[src/shared/sram_timing_defs.vh]
// timing constants and widths for the asynchronous sram host controller
`ifndef SRAM_TIMING_DEFS_VH
`define SRAM_TIMING_DEFS_VH

`define CLK_PERIOD_NS          50
`define ADDR_W                 15
`define DATA_W                 8

`define READ_CYCLE_MIN_NS      70
`define ADDRESS_ACCESS_MAX_NS  70
`define OE_ACCESS_MAX_NS       35
`define ADDR_TO_WRITE_END_NS   60
`define WRITE_PULSE_MIN_NS     50
`define WRITE_DATA_SETUP_NS    30
`define WRITE_DATA_HOLD_NS     0
`define WRITE_LOW_TO_FLOAT_NS  25
`define OE_HIGH_TO_FLOAT_NS    25
`define WRITE_CYCLE_MIN_NS     70
`define RETENTION_RECOVERY_NS  70
`define DESELECT_TO_RETENTION_NS 0

// least times round up to whole cycles, never below one
`define CYC_UP(ns) ((((ns) + `CLK_PERIOD_NS - 1) / `CLK_PERIOD_NS) < 1 ? 1 : \
                    (((ns) + `CLK_PERIOD_NS - 1) / `CLK_PERIOD_NS))

`define CNT_W                  3

`endif

[src/verilog/sram_host_ctrl.v]
// host controller driving an asynchronous 32k x 8 static ram through its pins
// Contract
// - write only during select and strobe overlap
// - write ends when either strobe rises
// - data setup 30ns, hold 0ns at end
// - strobe write cycle covers float plus setup
// - never drive bus while memory drives
// - read cycle at least 70ns, data 70ns
// - address setup 60ns to write end
// - address valid by select falling edge
// - wait 70ns after retention before access
// - deselect before entering retention
`timescale 1ns/1ns
`include "sram_timing_defs.vh"

module sram_host_ctrl (
    input  wire                 clk_in,
    input  wire                 reset_n_in,
    input  wire                 req_valid_in,
    input  wire                 req_write_in,
    input  wire [`ADDR_W-1:0]   req_addr_in,
    input  wire [`DATA_W-1:0]   req_wdata_in,
    input  wire                 retention_req_in,
    output reg                  req_ready_out,
    output reg                  rd_valid_out,
    output reg  [`DATA_W-1:0]   rd_data_out,
    output reg                  retention_ok_out,
    // fifteen address pins, eight data pins
    output reg  [`ADDR_W-1:0]   mem_addr_out,
    output reg                  mem_select_n_out,
    output reg                  mem_write_n_out,
    output reg                  mem_drive_en_n_out,
    input  wire [`DATA_W-1:0]   mem_data_in,
    output reg  [`DATA_W-1:0]   mem_data_out,
    output reg                  mem_data_oe_out
);

    // cycle conversion, least times rounded up to whole clocks
    localparam integer rd_cycles_i = `CYC_UP(`READ_CYCLE_MIN_NS);
    localparam integer wr_pulse_i  = `CYC_UP(`ADDR_TO_WRITE_END_NS);
    localparam integer turn_cyc_i  = `CYC_UP(`OE_HIGH_TO_FLOAT_NS);
    localparam integer recov_cyc_i = `CYC_UP(`RETENTION_RECOVERY_NS);

    localparam [`CNT_W-1:0] rd_cycles = rd_cycles_i[`CNT_W-1:0];
    localparam [`CNT_W-1:0] wr_pulse  = wr_pulse_i[`CNT_W-1:0];
    localparam [`CNT_W-1:0] turn_cyc  = turn_cyc_i[`CNT_W-1:0];
    localparam [`CNT_W-1:0] recov_cyc = recov_cyc_i[`CNT_W-1:0];
    localparam [`CNT_W-1:0] cnt_one   = {{(`CNT_W-1){1'b0}}, 1'b1};
    localparam [`CNT_W-1:0] cnt_zero  = {`CNT_W{1'b0}};

    localparam [6:0] st_idle    = 7'h01;
    localparam [6:0] st_read    = 7'h02;
    localparam [6:0] st_rd_turn = 7'h04;
    localparam [6:0] st_write   = 7'h08;
    localparam [6:0] st_wr_end  = 7'h10;
    localparam [6:0] st_retain  = 7'h20;
    localparam [6:0] st_recover = 7'h40;

    reg  [6:0]         state;
    reg  [`CNT_W-1:0]  count;
    reg  [6:0]         next_state;
    reg  [`CNT_W-1:0]  next_count;
    reg                next_req_ready;
    reg                next_rd_valid;
    reg  [`DATA_W-1:0] next_rd_data;
    reg                next_retention_ok;
    reg  [`ADDR_W-1:0] next_mem_addr;
    reg                next_mem_select_n;
    reg                next_mem_write_n;
    reg                next_mem_drive_en_n;
    reg  [`DATA_W-1:0] next_mem_data;
    reg                next_mem_data_oe;
    wire               count_last;
    wire [`CNT_W-1:0]  count_less;
    wire               take_req;

    assign count_last = (count == cnt_one);
    assign count_less = count - cnt_one;
    // retention has priority over a waiting request
    assign take_req   = req_valid_in && req_ready_out && !retention_req_in;

    always @* begin
        next_state          = state;
        next_count          = count;
        next_req_ready      = req_ready_out;
        next_rd_valid       = 1'b0;
        next_rd_data        = rd_data_out;
        next_retention_ok   = retention_ok_out;
        next_mem_addr       = mem_addr_out;
        next_mem_select_n   = mem_select_n_out;
        next_mem_write_n    = mem_write_n_out;
        next_mem_drive_en_n = mem_drive_en_n_out;
        next_mem_data       = mem_data_out;
        next_mem_data_oe    = mem_data_oe_out;
        case (state)
            st_idle: begin
                next_req_ready = 1'b1;
                if (retention_req_in) begin
                    next_mem_select_n = 1'b1;
                    next_req_ready    = 1'b0;
                    next_retention_ok = 1'b1;
                    next_state        = st_retain;
                end else if (take_req) begin
                    next_req_ready    = 1'b0;
                    next_mem_addr     = req_addr_in;
                    next_mem_select_n = 1'b0;
                    if (req_write_in) begin
                        next_mem_write_n = 1'b0;
                        next_mem_data    = req_wdata_in;
                        // drive only with output enable high
                        next_mem_data_oe = 1'b1;
                        next_count       = wr_pulse;
                        next_state       = st_write;
                    end else begin
                        next_mem_drive_en_n = 1'b0;
                        next_count          = rd_cycles;
                        next_state          = st_read;
                    end
                end
            end
            st_read: begin
                if (count_last) begin
                    next_rd_data        = mem_data_in;
                    next_rd_valid       = 1'b1;
                    next_mem_drive_en_n = 1'b1;
                    next_mem_select_n   = 1'b1;
                    next_count          = turn_cyc;
                    next_state          = st_rd_turn;
                end else begin
                    next_count = count_less;
                end
            end
            st_rd_turn: begin
                if (count_last) begin
                    next_req_ready = 1'b1;
                    next_state     = st_idle;
                end else begin
                    next_count = count_less;
                end
            end
            st_write: begin
                if (count_last) begin
                    next_mem_write_n  = 1'b1;
                    next_mem_select_n = 1'b1;
                    next_state        = st_wr_end;
                end else begin
                    next_count = count_less;
                end
            end
            st_wr_end: begin
                // data held one cycle past end
                next_mem_data_oe = 1'b0;
                next_req_ready   = 1'b1;
                next_state       = st_idle;
            end
            st_retain: begin
                if (!retention_req_in) begin
                    next_retention_ok = 1'b0;
                    next_count        = recov_cyc;
                    next_state        = st_recover;
                end
            end
            st_recover: begin
                if (count_last) begin
                    next_req_ready = 1'b1;
                    next_state     = st_idle;
                end else begin
                    next_count = count_less;
                end
            end
            default: begin
                next_state = st_idle;
            end
        endcase
    end

    always @(posedge clk_in or negedge reset_n_in) begin
        if (!reset_n_in) begin
            state <= st_idle;
        end else begin
            state <= next_state;
        end
    end

    always @(posedge clk_in or negedge reset_n_in) begin
        if (!reset_n_in) begin
            count <= cnt_zero;
        end else begin
            count <= next_count;
        end
    end

    always @(posedge clk_in or negedge reset_n_in) begin
        if (!reset_n_in) begin
            req_ready_out <= 1'b0;
        end else begin
            req_ready_out <= next_req_ready;
        end
    end

    always @(posedge clk_in or negedge reset_n_in) begin
        if (!reset_n_in) begin
            rd_valid_out <= 1'b0;
        end else begin
            rd_valid_out <= next_rd_valid;
        end
    end

    always @(posedge clk_in or negedge reset_n_in) begin
        if (!reset_n_in) begin
            rd_data_out <= {`DATA_W{1'b0}};
        end else begin
            rd_data_out <= next_rd_data;
        end
    end

    always @(posedge clk_in or negedge reset_n_in) begin
        if (!reset_n_in) begin
            retention_ok_out <= 1'b0;
        end else begin
            retention_ok_out <= next_retention_ok;
        end
    end

    always @(posedge clk_in or negedge reset_n_in) begin
        if (!reset_n_in) begin
            mem_addr_out <= {`ADDR_W{1'b0}};
        end else begin
            mem_addr_out <= next_mem_addr;
        end
    end

    // strobes rest high so the memory stays deselected out of reset
    always @(posedge clk_in or negedge reset_n_in) begin
        if (!reset_n_in) begin
            mem_select_n_out <= 1'b1;
        end else begin
            mem_select_n_out <= next_mem_select_n;
        end
    end

    always @(posedge clk_in or negedge reset_n_in) begin
        if (!reset_n_in) begin
            mem_write_n_out <= 1'b1;
        end else begin
            mem_write_n_out <= next_mem_write_n;
        end
    end

    always @(posedge clk_in or negedge reset_n_in) begin
        if (!reset_n_in) begin
            mem_drive_en_n_out <= 1'b1;
        end else begin
            mem_drive_en_n_out <= next_mem_drive_en_n;
        end
    end

    always @(posedge clk_in or negedge reset_n_in) begin
        if (!reset_n_in) begin
            mem_data_out <= {`DATA_W{1'b0}};
        end else begin
            mem_data_out <= next_mem_data;
        end
    end

    // host leaves the data pins alone out of reset
    always @(posedge clk_in or negedge reset_n_in) begin
        if (!reset_n_in) begin
            mem_data_oe_out <= 1'b0;
        end else begin
            mem_data_oe_out <= next_mem_data_oe;
        end
    end

endmodule
[config.mk]
export PLATFORM = sky130hd
export DESIGN_NAME = sram_host_ctrl
export DESIGN_NICKNAME = d
export VERILOG_FILES = /design/src/verilog/sram_host_ctrl.v
export VERILOG_INCLUDE_DIRS = /design/src /design/src/shared
export SDC_FILE = /design/constraint.sdc
export NUM_CORES = 1
export LEC_CHECK = 0
export BUFFER_PORTS_ARGS = -buffer_cell sky130_fd_sc_hd__clkbuf_2
export CAP_MARGIN = 20
export CORE_AREA = 2 2 67 84
export DETAILED_ROUTE_END_ITERATION = 8
export DIE_AREA = 0 0 69 86
export PLACE_DENSITY = 0.73
export SLEW_MARGIN = 20
export SYNTH_ARGS = -nofsm -noshare
export SYNTH_HDL_FRONTEND = slang
export SYNTH_SLANG_ARGS = --single-unit
[constraint.sdc]
create_clock -name clk_in -period 1.6 [get_ports clk_in]
set_clock_uncertainty 0.05 [all_clocks]
set_input_delay 0.32 -clock clk_in [delete_from_list [all_inputs] [get_ports clk_in]]
set_output_delay 0.32 -clock clk_in [all_outputs]
set_load 0.05 [all_outputs]
==> impl_metrics.toml <==
[status]
status = "complete, but fails checks"
violations = "negative setup slack"

[worst_hold_path]
hold_class = "in2reg"

[floorplanning]
core_um2 = 5080
dieHeight_um = 86
io_pins = 74
rows = 29
die_area_um2 = 5934
start_util_pct = 44.11
die_w_um = 69

[pwr]
power.density_nw_per_um2 = 2246
internal_power_w = 0.004067
switching_share_pct = 47.94
pwr-share-clk_pct = 9.0
netSwitchingPower_w = 0.003745
p_leak_nw = 1.704
combPwrFrac_pct = 64.5
ir_worst_vdd_mv = 1.108
p_seq_share_pct = 26.5

[setup_path]
cp.required_ps = 1740
crit_path_end_kind = "flip-flop"
worstPathArrival_ps = 1890
cp-start-kind = "flip-flop"
crit_type = "reg2reg"
worstPathMaxFanout = 6

[sta]
setup_viol = 41
setup-tns-final_ps = -2838
fmax_mhz = 573.8
setup_slack_ps = -142.6
relSlewSlack_pct = 76.18
post-route-min-period_ps = 1743
report.final.slew_viol_count = 0
hold_violations = 0
timing.hold.ws_ps = 154.3
rsz0062_at_grt = "true"
tightest_slew_ps = 357.3
period_share_pct = 108.9

[clock_network]
cts_sinks = 48
cts_made_buffers = 5
cts_buffer_depth = 2
cts_tree = "yes"
root_buffer = "clkbuf_8"
clkTransAtPathRegs_ps = 80
htree_levels = 2
clock_latency_ps = 300

[place]
globalplace.congestion = 0.8482
portBuffers = 73
placed_area_um2 = 2963
dp_hpwl_um = 3738
numPlacedInstances = 356

[layout]
final_util_pct = 68.47
fin_cells = 380
design_area_um2 = 3478
drive_gt1_share_pct = 64.15
fill_cells = 370
final_nets = 355
num_antenna_cells = 0
syn2layout_area_growth_pct = 55.22

[synthesis]
synth_fp_nets = 227
yosysWarnings = 0
synth_ff_type = "dfrtp_1"
seq_area_frac_synth_pct = 53.82
synth_async_sr_flop_share_pct = 100.0
synth-seq-cells = 48
synth_area_um2 = 2241
synth_edf_count = 0
synthCells = 189
yosys.cell_types.count = 45
syn_area_per_cell_um2 = 11.86

[routing]
drc_errors = 0
first_pass_iters = 4
vias = 1886
via_per_inst = 4.963
wl_per_cell_um = 14.98
drtIter0Drc = 109
ant_nets = 0
drt-total-wl_um = 5693

[grt]
grt_max_degree = 37
antenna_found_initial = 0
grt-ovfl-total = 0
grt_pass1_wl_um = 8625
grt_pass1_vias = 1874
track_usage_pct = 18.14

[job]
cap_violations = 0
==> metrics by stage <==
stage | setup WS, ps | total power (W)
floorplan | -67.55 | 0.004845
global placement | -103.6 | 0.005995
detailed placement | -118.8 | 0.006062
CTS | -111.0 | 0.007101
global route | -205.9 | 0.008236
finish | -142.6 | 0.007812
==> worst max-delay path, stage by stage (launching register included) <==
cell and delay, ps:
dfstp_2 620, and3b_2 260, a21oi_4 170, a2bb2oi_4 220, mux2_4 320
==> cells in the final DEF, fill, tap and decap left out, types with 5 or more instances in the layout <==
| cell | count |
|---|---|
| clkbuf_2 | 73 |
| buf_4 | 41 |
| dfrtp_1 | 39 |
| nand2_1 | 28 |
| mux2_4 | 17 |
| mux2_2 | 8 |
| nor2_1 | 5 |
| clkbuf_8 | 5 |
| buf_6 | 5 |
| dfrtp_2 | 5 |
==> state kept, by name, indices dropped and copies added (netlist names) <==
name and flops:
mem_addr_out 15, mem_data_out 8, rd_data_out 8, state 7
count 3, mem_data_oe_out 1, mem_drive_en_n_out 1, mem_select_n_out 1
mem_write_n_out 1, rd_valid_out 1, req_ready_out 1, retention_ok_out 1
==> power by group through the flow <==
stage	sequential [W]	clock [W]	combinational, W
3_3_place_gp	0.00203	0	0.00397
4_1_cts	0.00205	0.000739	0.00431
2_1_floorplan	0.00349	0	0.00135
3_5_place_dp	0.00206	0	0.00400
6_report	0.00207	0.000703	0.00504
5_1_grt	0.00214	0.000788	0.00531
==> final timing paths <==
kind                                             from                           to  slack [ps]  cells after the start
max                              state[0]$_DFFE_PN1P_         state[1]$_DFFE_PN0P_        -140                      4
min                                    mem_data_in[5]   rd_data_out[5]$_DFFE_PN0P_         150                      3
max reg2reg                      state[0]$_DFFE_PN1P_         state[1]$_DFFE_PN0P_        -140                      4
min reg2reg                rd_data_out[4]$_DFFE_PN0P_   rd_data_out[4]$_DFFE_PN0P_         420                      2
max in group asynchronous                  reset_n_in  mem_write_n_out$_DFFE_PN1P_         530                      3
min in group asynchronous                  reset_n_in   rd_data_out[3]$_DFFE_PN0P_         410                      2
==> final cells by class <==
cell class	count	area (µm²)	share of cell area, %
multi-input combinational	131	1236	35.54
sequential	48	1212	34.86
timing repair buffer	125	844.6	24.28
tap	62	77.57	2.230
clock buffer	7	76.32	2.194
inverter	6	22.52	0.6475
clock inverter	1	8.758	0.2518
==> kinds of logic (layout without fill, tap and decap cells) <==
family          Yosys count  count (layout)  share of synthesized area [%]
buf+inv                  11             139                          3.517
simple gates             68              69                          16.47
flops                    48              48                          53.82
fa+ha+maj                 2               2                          1.117
xor+xnor                  3               3                          1.173
mux                      27              27                          13.46
compound gates           30              30                          10.44
==> per-layer routing <==
metal	share of wire [%]	vias up	GRT usage [%]	wire (µm)
li1	-	921	-	-
met1	43	899	22.71	2431
met2	51	58	30.68	2880
met3	4.7	8	3.878	269
met4	2.0	0	7.308	112
met5	0	-	0	0
==> what timing repair did <==
action,in CTS,in global routing
endpoints found under the hold margin,11,0
buffers inserted,4,9
endpoints found under the setup margin,39,46
pin swaps,5,21
gates cloned,1,1
resized for setup,21,43
hold buffers,1,0
==> cell usage after synthesis, drive strengths merged, types with 3 or more instances <==
library cell | instances | area, µm²
nand3 | 3 | 15.01
dfstp | 4 | 105.1
dfrtp | 44 | 1101
nand2 | 31 | 123.9
nor3 | 6 | 46.30
and2 | 4 | 27.53
buf | 5 | 56.30
mux2 | 25 | 281.5
o21ai | 5 | 25.02
a22o | 3 | 26.28
a21oi | 6 | 41.29
inv | 6 | 22.52
nand2b | 5 | 31.28
nor2 | 9 | 52.56
Note: power is estimated with default switching activity, not from simulation.
